<file path="src/rsc_pkg.sv">
// Shared constants for the radio and system clock control block
`default_nettype none
package rsc_pkg;
  // ****************************************
  // Register indices and bus decode
  // ****************************************
  localparam logic [31:0] RADIO_CLOCK_CTRL_IDX = 32'h5000_0008;
  localparam logic [31:0] SYSTEM_CLOCK_CTRL_IDX = 32'h5000_000A;
  localparam logic [31:0] TIMER_CLOCK_CTRL_IDX = 32'h5000_000C;
  localparam int WORD_ADDR_W = 10;
  localparam logic [1:0] RESP_OKAY = 2'h0;
  localparam logic [1:0] RESP_DECERR = 2'h3;

  // ****************************************
  // Reset values and writable masks
  // ****************************************
  localparam logic [15:0] RADIO_CLOCK_CTRL_RST = 16'h0040;
  localparam logic [15:0] SYSTEM_CLOCK_CTRL_RST = 16'h0001;
  localparam logic [15:0] TIMER_CLOCK_CTRL_RST = 16'h0000;
  localparam logic [15:0] RADIO_CLOCK_CTRL_MASK = 16'h00FB;
  localparam logic [15:0] SYSTEM_CLOCK_CTRL_MASK = 16'h037F;
  localparam logic [15:0] TIMER_CLOCK_CTRL_MASK = 16'h7C00;

  // ****************************************
  // Radio clock register fields
  // ****************************************
  localparam int LINK_GATE_BIT = 7;
  localparam int LINK_LP_RESET_BIT = 6;
  localparam int LINK_DIV_LSB = 4;
  localparam int RF_GATE_BIT = 3;
  localparam int RF_DIV_LSB = 0;

  // ****************************************
  // System clock register fields
  // ****************************************
  localparam int RUN_PLL_BIT = 15;
  localparam int RUN_CRYSTAL_BIT = 14;
  localparam int RUN_RC_BIT = 13;
  localparam int RUN_SLOW_BIT = 12;
  localparam int LP_SEL_LSB = 8;
  localparam int FIXED_SIXTEEN_MHZ_CLOCK_HALVE_BIT = 6;
  localparam int PLL_HALVE_BIT = 5;
  localparam int USB_SEL_BIT = 4;
  localparam int XTAL_DIV_EN_BIT = 3;
  localparam int XTAL_OFF_BIT = 2;
  localparam int SYS_SEL_LSB = 0;
  localparam logic [1:0] SRC_CRYSTAL = 2'h0;
  localparam logic [1:0] SRC_RC_FAST = 2'h1;
  localparam logic [1:0] SRC_LOWPOWER = 2'h2;
  localparam logic [1:0] SRC_PLL = 2'h3;

  // ****************************************
  // Timer clock register fields
  // ****************************************
  localparam int PWM_ROUTE_BIT = 14;
  localparam int WAKEUP_GATE_BIT = 13;
  localparam int BREATH_GATE_BIT = 12;
  localparam int TMR2_SEL_BIT = 11;
  localparam int TMR2_GATE_BIT = 10;
  localparam logic [1:0] DIV_BY_ONE = 2'h0;
endpackage
`default_nettype wire

</file>
<file path="src/rsc_div_if.sv">
// Carrier between the clock control top and one enable divider
`default_nettype none
interface rsc_div_if;
  logic src_tick;
  logic en;
  logic [1:0] code;
  logic tick;
  modport div_side (input src_tick, input en, input code, output tick);
  modport ctl_side (output src_tick, output en, output code, input tick);
endinterface
`default_nettype wire

</file>
<file path="src/rsc_clock_control.sv">
// Radio and system clock control registers with AXI4-Lite access
`default_nettype none
module rsc_clock_control
  import rsc_pkg::*;
(
  // Clock and reset
  input wire logic sys_clk_in,
  input wire logic rst_n_in,
  // AXI4-Lite write channels
  input wire logic [11:0] s_axi_awaddr_in,
  input wire logic s_axi_awvalid_in,
  output logic s_axi_awready_out,
  input wire logic [31:0] s_axi_wdata_in,
  input wire logic [3:0] s_axi_wstrb_in,
  input wire logic s_axi_wvalid_in,
  output logic s_axi_wready_out,
  output logic [1:0] s_axi_bresp_out,
  output logic s_axi_bvalid_out,
  input wire logic s_axi_bready_in,
  // AXI4-Lite read channels
  input wire logic [11:0] s_axi_araddr_in,
  input wire logic s_axi_arvalid_in,
  output logic s_axi_arready_out,
  output logic [31:0] s_axi_rdata_out,
  output logic [1:0] s_axi_rresp_out,
  output logic s_axi_rvalid_out,
  input wire logic s_axi_rready_in,
  // Reference enables on this clock
  input wire logic div1_tick_in,
  input wire logic fixed_sixteen_mhz_clock_in,
  // Asynchronous status pins
  input wire logic crystal_settled_in,
  input wire logic pll_locked_in,
  input wire logic lowpower_clock_ok_in,
  input wire logic debugger_en_in,
  // Link core
  input wire logic link_core_sleep_in,
  input wire logic link_reg_access_in,
  output logic hard_fault_out,
  output logic link_core_clock_gate_out,
  output logic link_core_tick_out,
  output logic link_lowpower_timer_reset_out,
  // RF control unit
  output logic rf_unit_clock_gate_out,
  output logic rf_unit_tick_out,
  // Clock source controls
  output logic [1:0] system_clock_select_out,
  output logic [1:0] lowpower_clock_select_out,
  output logic fixed_sixteen_mhz_clock_halve_for_big_crystal_out,
  output logic pll_halve_out,
  output logic usb_clock_select_out,
  output logic crystal_divider_enable_out,
  output logic crystal_osc_off_out,
  // Timers and misc clocks
  output logic timer1_pwm_pad_route_out,
  output logic timer2_tick_out,
  output logic wakeup_counter_clock_gate_out,
  output logic breathing_led_clock_gate_out
);
  // ****************************************
  // Bus slave
  // ****************************************
  localparam logic [WORD_ADDR_W-1:0] RADIO_WORD = RADIO_CLOCK_CTRL_IDX[WORD_ADDR_W-1:0];
  localparam logic [WORD_ADDR_W-1:0] SYSTEM_WORD = SYSTEM_CLOCK_CTRL_IDX[WORD_ADDR_W-1:0];
  localparam logic [WORD_ADDR_W-1:0] TIMER_WORD = TIMER_CLOCK_CTRL_IDX[WORD_ADDR_W-1:0];

  logic [11:0] awaddr_ff;
  logic aw_have_ff;
  logic w_have_ff;
  logic [31:0] wdata_ff;
  logic [3:0] wstrb_ff;
  logic bvalid_ff;
  logic [1:0] bresp_ff;
  logic rvalid_ff;
  logic [1:0] rresp_ff;
  logic [31:0] rdata_ff;
  logic wr_fire;
  logic we_radio;
  logic we_system;
  logic we_timer;
  logic wr_hit;
  logic [15:0] radio_ff;
  logic [15:0] system_ff;
  logic [15:0] timer_ff;
  logic [15:0] system_rd;
  logic [15:0] rd_word;
  logic rd_hit;

  function automatic logic [15:0] merge16(input logic [15:0] old, input logic [31:0] data,
                                          input logic [3:0] strb, input logic [15:0] mask);
    logic [15:0] upd;
    upd = old;
    if (strb[0]) begin
      upd[7:0] = data[7:0];
    end
    if (strb[1]) begin
      upd[15:8] = data[15:8];
    end
    merge16 = (upd & mask) | (old & ~mask);
  endfunction

  assign s_axi_awready_out = !aw_have_ff && !bvalid_ff;
  assign s_axi_wready_out = !w_have_ff && !bvalid_ff;
  assign wr_fire = aw_have_ff && w_have_ff && !bvalid_ff;
  assign we_radio = wr_fire && (awaddr_ff[11:2] == RADIO_WORD);
  assign we_system = wr_fire && (awaddr_ff[11:2] == SYSTEM_WORD);
  assign we_timer = wr_fire && (awaddr_ff[11:2] == TIMER_WORD);
  assign wr_hit = we_radio || we_system || we_timer;

  always_ff @(posedge sys_clk_in or negedge rst_n_in) begin
    if (!rst_n_in) begin
      aw_have_ff <= 1'b0;
      awaddr_ff <= 12'h000;
    end else if (s_axi_awvalid_in && s_axi_awready_out) begin
      aw_have_ff <= 1'b1;
      awaddr_ff <= s_axi_awaddr_in;
    end else if (wr_fire) begin
      aw_have_ff <= 1'b0;
    end
  end

  always_ff @(posedge sys_clk_in or negedge rst_n_in) begin
    if (!rst_n_in) begin
      w_have_ff <= 1'b0;
      wdata_ff <= 32'h0000_0000;
      wstrb_ff <= 4'h0;
    end else if (s_axi_wvalid_in && s_axi_wready_out) begin
      w_have_ff <= 1'b1;
      wdata_ff <= s_axi_wdata_in;
      wstrb_ff <= s_axi_wstrb_in;
    end else if (wr_fire) begin
      w_have_ff <= 1'b0;
    end
  end

  always_ff @(posedge sys_clk_in or negedge rst_n_in) begin
    if (!rst_n_in) begin
      bvalid_ff <= 1'b0;
      bresp_ff <= RESP_OKAY;
    end else if (wr_fire) begin
      bvalid_ff <= 1'b1;
      bresp_ff <= wr_hit ? RESP_OKAY : RESP_DECERR;
    end else if (s_axi_bready_in) begin
      bvalid_ff <= 1'b0;
    end
  end
  assign s_axi_bvalid_out = bvalid_ff;
  assign s_axi_bresp_out = bresp_ff;

  always_comb begin
    rd_word = 16'h0000;
    rd_hit = 1'b1;
    if (s_axi_araddr_in[11:2] == RADIO_WORD) begin
      rd_word = radio_ff;
    end else if (s_axi_araddr_in[11:2] == SYSTEM_WORD) begin
      rd_word = system_rd;
    end else if (s_axi_araddr_in[11:2] == TIMER_WORD) begin
      rd_word = timer_ff;
    end else begin
      rd_hit = 1'b0;
    end
  end

  assign s_axi_arready_out = !rvalid_ff;
  always_ff @(posedge sys_clk_in or negedge rst_n_in) begin
    if (!rst_n_in) begin
      rvalid_ff <= 1'b0;
      rresp_ff <= RESP_OKAY;
      rdata_ff <= 32'h0000_0000;
    end else if (s_axi_arvalid_in && s_axi_arready_out) begin
      rvalid_ff <= 1'b1;
      rresp_ff <= rd_hit ? RESP_OKAY : RESP_DECERR;
      rdata_ff <= {16'h0000, rd_word};
    end else if (s_axi_rready_in) begin
      rvalid_ff <= 1'b0;
    end
  end
  assign s_axi_rvalid_out = rvalid_ff;
  assign s_axi_rresp_out = rresp_ff;
  assign s_axi_rdata_out = rdata_ff;

  // ****************************************
  // Control registers
  // ****************************************
  always_ff @(posedge sys_clk_in or negedge rst_n_in) begin
    if (!rst_n_in) begin
      radio_ff <= RADIO_CLOCK_CTRL_RST;
    end else if (we_radio) begin
      radio_ff <= merge16(radio_ff, wdata_ff, wstrb_ff, RADIO_CLOCK_CTRL_MASK);
    end
  end

  always_ff @(posedge sys_clk_in or negedge rst_n_in) begin
    if (!rst_n_in) begin
      system_ff <= SYSTEM_CLOCK_CTRL_RST;
    end else if (we_system) begin
      system_ff <= merge16(system_ff, wdata_ff, wstrb_ff, SYSTEM_CLOCK_CTRL_MASK);
    end
  end

  // rst_n_in clears this to TIMER_CLOCK_CTRL_RST (zero), while radio and system reload nonzero values, so pad routing does not survive a reset
  always_ff @(posedge sys_clk_in or negedge rst_n_in) begin
    if (!rst_n_in) begin
      timer_ff <= TIMER_CLOCK_CTRL_RST;
    end else if (we_timer) begin
      timer_ff <= merge16(timer_ff, wdata_ff, wstrb_ff, TIMER_CLOCK_CTRL_MASK);
    end
  end

  // ****************************************
  // Pin synchronisers
  // ****************************************
  logic [3:0] sync_a_ff;
  logic [3:0] sync_b_ff;
  always_ff @(posedge sys_clk_in or negedge rst_n_in) begin
    if (!rst_n_in) begin
      sync_a_ff <= 4'h0;
      sync_b_ff <= 4'h0;
    end else begin
      sync_a_ff <= {debugger_en_in, lowpower_clock_ok_in, pll_locked_in, crystal_settled_in};
      sync_b_ff <= sync_a_ff;
    end
  end

  // ****************************************
  // System clock source handover
  // ****************************************
  logic [1:0] active_src_ff;
  logic [1:0] sel_src;
  logic target_ok;
  assign sel_src = system_ff[SYS_SEL_LSB+1:SYS_SEL_LSB];

  always_comb begin
    unique case (sel_src)
      SRC_CRYSTAL: target_ok = sync_b_ff[0] && !system_ff[XTAL_OFF_BIT];
      SRC_RC_FAST: target_ok = 1'b1;
      SRC_LOWPOWER: target_ok = sync_b_ff[2];
      SRC_PLL: target_ok = sync_b_ff[1];
    endcase
  end

  // Stay on the old source until the new one is up, never switch to a clock that is not ready
  always_ff @(posedge sys_clk_in or negedge rst_n_in) begin
    if (!rst_n_in) begin
      active_src_ff <= SRC_RC_FAST;
    end else if (target_ok) begin
      active_src_ff <= sel_src;
    end
  end
  assign system_clock_select_out = active_src_ff;

  always_comb begin
    system_rd = system_ff & SYSTEM_CLOCK_CTRL_MASK;
    system_rd[RUN_PLL_BIT] = (active_src_ff == SRC_PLL);
    system_rd[RUN_CRYSTAL_BIT] = (active_src_ff == SRC_CRYSTAL);
    system_rd[RUN_RC_BIT] = (active_src_ff == SRC_RC_FAST);
    system_rd[RUN_SLOW_BIT] = (active_src_ff == SRC_LOWPOWER);
  end

  // Direct register bits; the crystal stops the moment its bit is written
  assign lowpower_clock_select_out = system_ff[LP_SEL_LSB+1:LP_SEL_LSB];
  assign fixed_sixteen_mhz_clock_halve_for_big_crystal_out = system_ff[FIXED_SIXTEEN_MHZ_CLOCK_HALVE_BIT];
  assign pll_halve_out = system_ff[PLL_HALVE_BIT];
  assign usb_clock_select_out = system_ff[USB_SEL_BIT];
  assign crystal_divider_enable_out = system_ff[XTAL_DIV_EN_BIT];
  assign crystal_osc_off_out = system_ff[XTAL_OFF_BIT];

  // ****************************************
  // Reference path and dividers
  // ****************************************
  logic fixed_sixteen_mhz_clock_phase_ff;
  logic fixed_sixteen_mhz_clock_eff;
  always_ff @(posedge sys_clk_in or negedge rst_n_in) begin
    if (!rst_n_in) begin
      fixed_sixteen_mhz_clock_phase_ff <= 1'b0;
    end else if (fixed_sixteen_mhz_clock_in) begin
      fixed_sixteen_mhz_clock_phase_ff <= !fixed_sixteen_mhz_clock_phase_ff;
    end
  end
  assign fixed_sixteen_mhz_clock_eff = fixed_sixteen_mhz_clock_in && (!system_ff[FIXED_SIXTEEN_MHZ_CLOCK_HALVE_BIT] || fixed_sixteen_mhz_clock_phase_ff);

  logic link_core_on;
  assign link_core_on = radio_ff[LINK_GATE_BIT] && !link_core_sleep_in;
  assign link_core_clock_gate_out = radio_ff[LINK_GATE_BIT];
  assign rf_unit_clock_gate_out = radio_ff[RF_GATE_BIT];
  assign link_lowpower_timer_reset_out = radio_ff[LINK_LP_RESET_BIT];
  assign wakeup_counter_clock_gate_out = timer_ff[WAKEUP_GATE_BIT];
  assign breathing_led_clock_gate_out = timer_ff[BREATH_GATE_BIT];

  rsc_div_if link_div ();
  rsc_div_if rf_div ();
  rsc_div_if tmr2_div ();
  assign link_div.src_tick = fixed_sixteen_mhz_clock_eff;
  assign link_div.en = link_core_on;
  assign link_div.code = radio_ff[LINK_DIV_LSB+1:LINK_DIV_LSB];
  assign rf_div.src_tick = fixed_sixteen_mhz_clock_eff;
  assign rf_div.en = radio_ff[RF_GATE_BIT];
  assign rf_div.code = radio_ff[RF_DIV_LSB+1:RF_DIV_LSB];
  assign tmr2_div.src_tick = timer_ff[TMR2_SEL_BIT] ? div1_tick_in : fixed_sixteen_mhz_clock_eff;
  assign tmr2_div.en = timer_ff[TMR2_GATE_BIT];
  assign tmr2_div.code = DIV_BY_ONE;

  rsc_divider u_link_div (.sys_clk_in(sys_clk_in), .rst_n_in(rst_n_in), .div_io(link_div));
  rsc_divider u_rf_div (.sys_clk_in(sys_clk_in), .rst_n_in(rst_n_in), .div_io(rf_div));
  rsc_divider u_tmr2_div (.sys_clk_in(sys_clk_in), .rst_n_in(rst_n_in), .div_io(tmr2_div));
  assign link_core_tick_out = link_div.tick;
  assign rf_unit_tick_out = rf_div.tick;
  assign timer2_tick_out = tmr2_div.tick;

  // ****************************************
  // Hard fault and pad routing
  // ****************************************
  logic hard_fault_ff;
  logic pad_route_ff;
  always_ff @(posedge sys_clk_in or negedge rst_n_in) begin
    if (!rst_n_in) begin
      hard_fault_ff <= 1'b0;
    end else begin
      hard_fault_ff <= link_reg_access_in && !link_core_on;
    end
  end
  assign hard_fault_out = hard_fault_ff;

  always_ff @(posedge sys_clk_in or negedge rst_n_in) begin
    if (!rst_n_in) begin
      pad_route_ff <= 1'b0;
    end else begin
      pad_route_ff <= timer_ff[PWM_ROUTE_BIT] && !sync_b_ff[3];
    end
  end
  assign timer1_pwm_pad_route_out = pad_route_ff;
endmodule
`default_nettype wire

</file>
<file path="src/rsc_divider.sv">
// Divide-by-1/2/4/8 clock enable with boundary-aligned gating
`default_nettype none
module rsc_divider
  import rsc_pkg::*;
(
  // Clock and reset
  input wire logic sys_clk_in,
  input wire logic rst_n_in,
  // Control and tick
  rsc_div_if.div_side div_io
);
  logic [2:0] cnt_ff;
  logic [1:0] code_ff;
  logic en_ff;
  logic tick_ff;
  logic [2:0] lim;
  logic last;

  always_comb begin
    unique case (code_ff)
      2'h0: lim = 3'h0;
      2'h1: lim = 3'h1;
      2'h2: lim = 3'h3;
      2'h3: lim = 3'h7;
    endcase
  end
  assign last = (cnt_ff == lim);

  // Code and gate only move at a period boundary, so no pulse is cut short
  always_ff @(posedge sys_clk_in or negedge rst_n_in) begin
    if (!rst_n_in) begin
      cnt_ff <= 3'h0;
      code_ff <= DIV_BY_ONE;
      en_ff <= 1'b0;
    end else if (div_io.src_tick) begin
      if (last) begin
        cnt_ff <= 3'h0;
        code_ff <= div_io.code;
        en_ff <= div_io.en;
      end else begin
        cnt_ff <= cnt_ff + 3'h1;
      end
    end
  end

  always_ff @(posedge sys_clk_in or negedge rst_n_in) begin
    if (!rst_n_in) begin
      tick_ff <= 1'b0;
    end else begin
      tick_ff <= div_io.src_tick && last && en_ff;
    end
  end
  assign div_io.tick = tick_ff;
endmodule
`default_nettype wire

</file>
<file path="config.mk">
export PLATFORM = sky130hd
export DESIGN_NAME = rsc_clock_control
export DESIGN_NICKNAME = d
export VERILOG_FILES = /design/src/rsc_pkg.sv /design/src/rsc_div_if.sv /design/src/rsc_clock_control.sv /design/src/rsc_divider.sv
export SDC_FILE = /design/constraint.sdc
export NUM_CORES = 1
export LEC_CHECK = 0
export ABC_AREA = 1
export BUFFER_PORTS_ARGS = -buffer_cell sky130_fd_sc_hd__buf_2
export CAP_MARGIN = 10
export CORE_UTILIZATION = 52
export CTS_CLUSTER_DIAMETER = 30
export DETAILED_ROUTE_END_ITERATION = 12
export PLACE_DENSITY = 0.78
export RECOVER_POWER = 100
export SLEW_MARGIN = 0
export SYNTH_ARGS = -nofsm -noshare
export SYNTH_HDL_FRONTEND = slang
export SYNTH_SLANG_ARGS = --single-unit
</file>
<file path="constraint.sdc">
create_clock -name sys_clk_in -period 1.4 [get_ports sys_clk_in]
set_input_delay 0.07 -clock sys_clk_in [delete_from_list [all_inputs] [get_ports sys_clk_in]]
set_output_delay 0.07 -clock sys_clk_in [all_outputs]
set_load 0.02 [all_outputs]
</file>
* Word-level counts from Yosys, hierarchy flattened *
Cells that the tools add are included.

word-level totals
  register bits = 133
  bits in latches = 0
  RAM bits = 0
  memory bits (read-only) = 0
  bits of input ports = 75
  output and inout bits = 60
  logic and storage cells = 132
  memories kept = 0

cells by class
  add/sub/neg operators = 3
  multipliers = 0
  divide/modulo/power cells = 0
  $lt $le $gt $ge = 0
  eq/ne operators = 20
  shift operators = 0
  muxes and demuxes = 30
  bitwise logic cells = 3
  reductions and logical operators = 46

operator list
  cell                   number
  $eq A10 B4 Y1 const B  6
  $mux W16               3
  $mux W7                4
  $pmux W3 S4            2
  $logic_and A1 B1 Y1    21
  $eq A2 B2 Y1 const B   8
  $mux W8                2
  $or A10 B16 Y16        1
  $or A15 B16 Y16        1
  $or A8 B16 Y16         1
  $mux W1                11
  $logic_not A1 Y1       10
  $add A3 B1 Y3 const B  3
  $mux W3                3
  $eq A2 B1 Y1 const B   4
  $logic_not A2 Y1       4
  $mux W2                4
  $reduce_bool A2 Y1     4
  $eq A3 B3 Y1           2
  $reduce_and A2 Y1      3
  $pmux W1 S4            1
  $logic_not A3 Y1       1
  $logic_or A1 B1 Y1     3

* Logic depth before layout (Yosys ltp) *
  word-level depth = 6
  gate-level depth with buffers = 8
  gate-level depth less buffers = 8

* Modules after synthesis *
Synthesis repeated with hierarchy kept, for this count alone.

second synthesis, totals
  cell total of the unflattened synthesis = 562
  area, all modules = 4971.0 µm²

by module, submodules not included
  module             instances  cells each  area an instance (µm²)  seq. area each (µm²)
  rsc_clock_control  1          400         3739.8                  2080.7
  rsc_divider        3          54          410.4                   175.2

* Worst setup path after synthesis *
OpenSTA, ideal clock, no wires.

  kind = flip-flop to flip-flop
  start point = reg bvalid_ff, in the netlist s_axi_bvalid_out
  end point = reg awaddr_ff[10]
  library setup time = 0.125 ns
  data arrival time = 1.444 ns
  data required time = 1.275 ns
  path slack = -0.169 ns
  cell stages (with the launch flop) = 5
  buffers on the path = 1
  period minus slack after synthesis = 1.569 ns
  cells stage by stage = dfrtp_1 > nor2_1 > nand2_2 > buf_6 > mux2_4

on the way
  cells in the longest elaborated chain, start to end = 3

RTL lines
  item                    line                      text
  from (decl)             rsc_clock_control.sv:72   logic bvalid_ff;
  from (signal assigned)  rsc_clock_control.sv:138  bvalid_ff <= 1'b0;
  from (signal assigned)  rsc_clock_control.sv:141  bvalid_ff <= 1'b1;
  from (signal assigned)  rsc_clock_control.sv:144  bvalid_ff <= 1'b0;
  $logic_not A1 Y1        rsc_clock_control.sv:102  assign s_axi_awready_out = !aw_have_ff && !bvalid_ff;
  $logic_and A1 B1 Y1     rsc_clock_control.sv:102
  net s_axi_awready_out   rsc_clock_control.sv:12   output logic s_axi_awready_out,
  $logic_and A1 B1 Y1     rsc_clock_control.sv:114  end else if (s_axi_awvalid_in && s_axi_awready_out) begin
  to (signal assigned)    rsc_clock_control.sv:116  awaddr_ff <= s_axi_awaddr_in;
  to (decl)               rsc_clock_control.sv:67   logic [11:0] awaddr_ff;

The timed path passes the listed nets, and every way through them passes these cells.
A chain may end at the register's enable or synchronous reset.

* Final worst setup path *
  start point = reg awaddr_ff[10]
  end point = reg radio_ff[4]

on the way
  cells in the longest elaborated chain, start to end = 2

RTL lines
  item                  line                      text
  $eq A10 B4 Y1         rsc_clock_control.sv:105  assign we_radio = wr_fire && (awaddr_ff[11:2] == RADIO_WORD);
  $logic_and A1 B1 Y1   rsc_clock_control.sv:105
  to (signal assigned)  rsc_clock_control.sv:189  radio_ff <= merge16(radio_ff, wdata_ff, wstrb_ff, RADIO_CLOCK_CTRL_MASK);
  to (decl)             rsc_clock_control.sv:82   logic [15:0] radio_ff;

Every way passes these cells.

==> flow_summary.toml <==
[cells_and_area]
antenna_cells = 0
syn_to_final_growth_pct = 26.9
drive_gt1_share_pct = 24.3
fin_nets = 744

[route]
postRouteAntennaNets = 0
drt_first_pass_iters = 8
routedWlPerCell_um = 14.9
routed_wl_um = 11600
vias_per_cell = 5.13
drcViolationCount = 18
drtIter0Drc = 221
vias = 3995

[pwr]
total_power_mw = 10.2
p_per_area_nw_per_um2 = 1680
leakagePower_nw = 3.09
seq_power_share_pct = 44.2
clockPowerShare_pct = 19.2
peakVddDrop_v = 0.00128
switching_share_pct = 39.9
comb_power_share_pct = 36.6
power.switching_mw = 4.06
p_int_mw = 6.11

[placement]
pre_cts_ws_ns = -0.00699
dp_hpwl_um = 7560
gp_congestion = 0.823
io_buffer_count = 95

[synth]
yosysWarnings = 0
syn-cell-area_sq_um = 4770
synthTopCellsByCount = "nand2_1 (125), dfrtp_1 (99), nor2_1 (48)"
async_reset_ff_share_pct = 100
yosysMostFrequentCell = "nand2_1"
syn_avg_cell_area_sq_um = 9.40
synth_seq_cells = 102
ys_seq_area_share_pct = 53.5
yosys.area.top_type = "dfrtp_1"
synth_edf_count = 0
ys_types = 35
synth_flop_cell = "dfrtp_1"
synth_area_leaders = "dfrtp_1 (52%), nand2_1 (9.8%), nand4_1 (4.7%)"
syn_inst = 508
yosysTopAreaCellShare_pct = 51.9

[flow_run]
drv_cap = 0

[global_route]
track_usage_pct = 24.2
grt_pass1_vias = 3846
grt_pass1_wl_um = 18200
overflow = 0
grt_max_degree = 33
antenna_found_initial = 0

[timing]
final_hold_viol_count = 0
final_max_slew_viol_count = 0
skew_ns = 0.0139
period_needed_ns = 1.43
holdWs_ns = 0.0468
slew_headroom_pct = 43.0
worst_slack_ns = -0.0342
tns_ns = -0.0523
worst_pin_slew_ns = 0.855
max_freq_ghz = 0.697
rsz0062_at_grt = "true"
finalSetupViolCount = 4
fin_crit_sh_pct = 102

[floorplanning]
coreArea_sq_um = 8810
fp.dieW_um = 97.8
die_area_sq_um = 9570
start_util_pct = 54.2
rows = 34
io_pins = 135
die_h_um = 97.8

[critical_path]
cp-start-kind = "register"
cp-endpoint = "radio_ff[4]"
worstPathRequired_ns = 1.67
cp_max_fo = 7
timing.rr.end = "radio_ff[4]"
reg2reg_depth = 6
crit_type = "register to register"
r2r_setup_slack_ns = -0.03
worstSetupStartpoint = "awaddr_ff[10]"
rr_startpoint = "awaddr_ff[10]"
arrival_ns = 1.70
cp-end-kind = "register"

[clocking]
cts_tree = "yes"
htree_levels = 3
clk_pin_slew_ns = 0.11
cts_root_buf = "clkbuf_8"
cts_buffer_depth = 2
insertion_delay_ns = 0.37
cts_made_buffers = 9
cts.sinks = 102

[outcome]
status = "finished, violations left"
violations = "design-rule violations, negative setup slack"

[hold_path]
hold_class = "input pin to register"
## layout by cell type (no fill, tap or decap), types with 7 or more instances in the layout
| cell | instances |
|---|---|
| o21ai_2 | 8 |
| nand2_2 | 8 |
| conb_1 | 16 |
| nor2_2 | 7 |
| nor2_1 | 43 |
| dlygate4sd3_1 | 38 |
| buf_4 | 22 |
| dfrtp_1 | 99 |
| nand4_1 | 36 |
| inv_1 | 44 |
| buf_2 | 52 |
| clkbuf_8 | 9 |
| nand2_1 | 122 |
| o21ai_0 | 15 |
| clkbuf_1 | 41 |
| mux2_2 | 11 |
| a21oi_1 | 10 |
| nand3_1 | 28 |
## power by group through the flow
| stage | combinational, mW | sequential (mW) | clock (mW) |
|---|---|---|---|
| after floorplan | 2.39 | 4.45 | 0 |
| final | 3.72 | 4.50 | 1.95 |
| after CTS | 3.48 | 4.43 | 1.96 |
| after global placement | 3.22 | 4.44 | 0 |
| after detailed placement | 3.38 | 4.49 | 0 |
| after global routing | 4.12 | 4.59 | 2.10 |
## timing repair
| item | CTS | global route |
|---|---|---|
| buffers inserted | 1 | 8 |
| resized for setup | 0 | 25 |
| setup endpoints to repair | 6 | 50 |
| hold endpoints to repair | 94 | 0 |
| hold buffers | 38 | 0 |
| pin swaps | 1 | 16 |
| gates cloned | 0 | 2 |
## per-stage QoR
step	area (sq um)	util, %	std cells
after floorplan	4840	-	523
after global placement	5410	61.5	713
after detailed placement	5410	61.5	713
after CTS	6010	68.2	768
after global routing	6060	68.8	778
final	6060	68.8	778
## layout make-up
type                    instances  area, sq um
fillers                       675         2750
flip-flops and latches        102         2560
multi-input cells             342         1920
repair buffers                162         1050
inverters                      47          183
well taps                     108          135
clock buffers                  10          128
clock inverters                 6         77.6
repair inverters                1         7.51
## logic make-up after synthesis
kind of cell               after synthesis  synth area share (%)
adders and majority gates                4                  1.05
buffers and inverters                   80                  8.78
DFF                                    102                  53.5
xor gates and xnor gates                 5                 0.917
muxes                                   17                  4.48
and+or+nand+nor                        263                  26.5
AOI/OAI and AO/OA                       36                  4.64
other                                    1                0.0785
## state kept, by name, summed over array words and instances (netlist names), 3 cells and up
name / count
wdata_ff: 15
u_link_div.cnt_ff: 3
timer_ff: 5
s_axi_rdata_out: 16
u_tmr2_div.cnt_ff: 3
awaddr_ff: 10
u_rf_div.cnt_ff: 3
sync_b_ff: 4
system_ff: 9
sync_a_ff: 4
radio_ff: 7
## critical path: stages, from the launching register on
cell	delay [ns]
dfrtp_1	0.44
nor2_4	0.15
inv_4	0.06
nor3_4	0.30
nand3_4	0.20
nand2_1	0.13
o21ai_2	0.06
## per-layer routing
layer,vias up,global-route usage (%),part of all wire [%]
met4,0,7.93,1.7
met2,127,41.3,51
met3,17,4.94,4.4
li1,1935,-,-
met1,1916,31.0,43
met5,-,0,0
## how the worst min path moves through the flow
stage | endpoint | startpoint | slack, ns | depth (start not counted)
2_1_floorplan | aw_have_ff | rst_n_in | -0.23 | 0
3_3_place_gp | w_have_ff | rst_n_in | 0.05 | 1
3_5_place_dp | aw_have_ff | rst_n_in | 0.05 | 1
4_1_cts | s_axi_rdata_out[11] | s_axi_araddr_in[10] | 0.04 | 4
5_1_grt | s_axi_rdata_out[11] | s_axi_araddr_in[11] | 0.06 | 4
6_report | s_axi_rdata_out[11] | s_axi_araddr_in[11] | 0.05 | 4
Power figures use the tool's default switching activity.
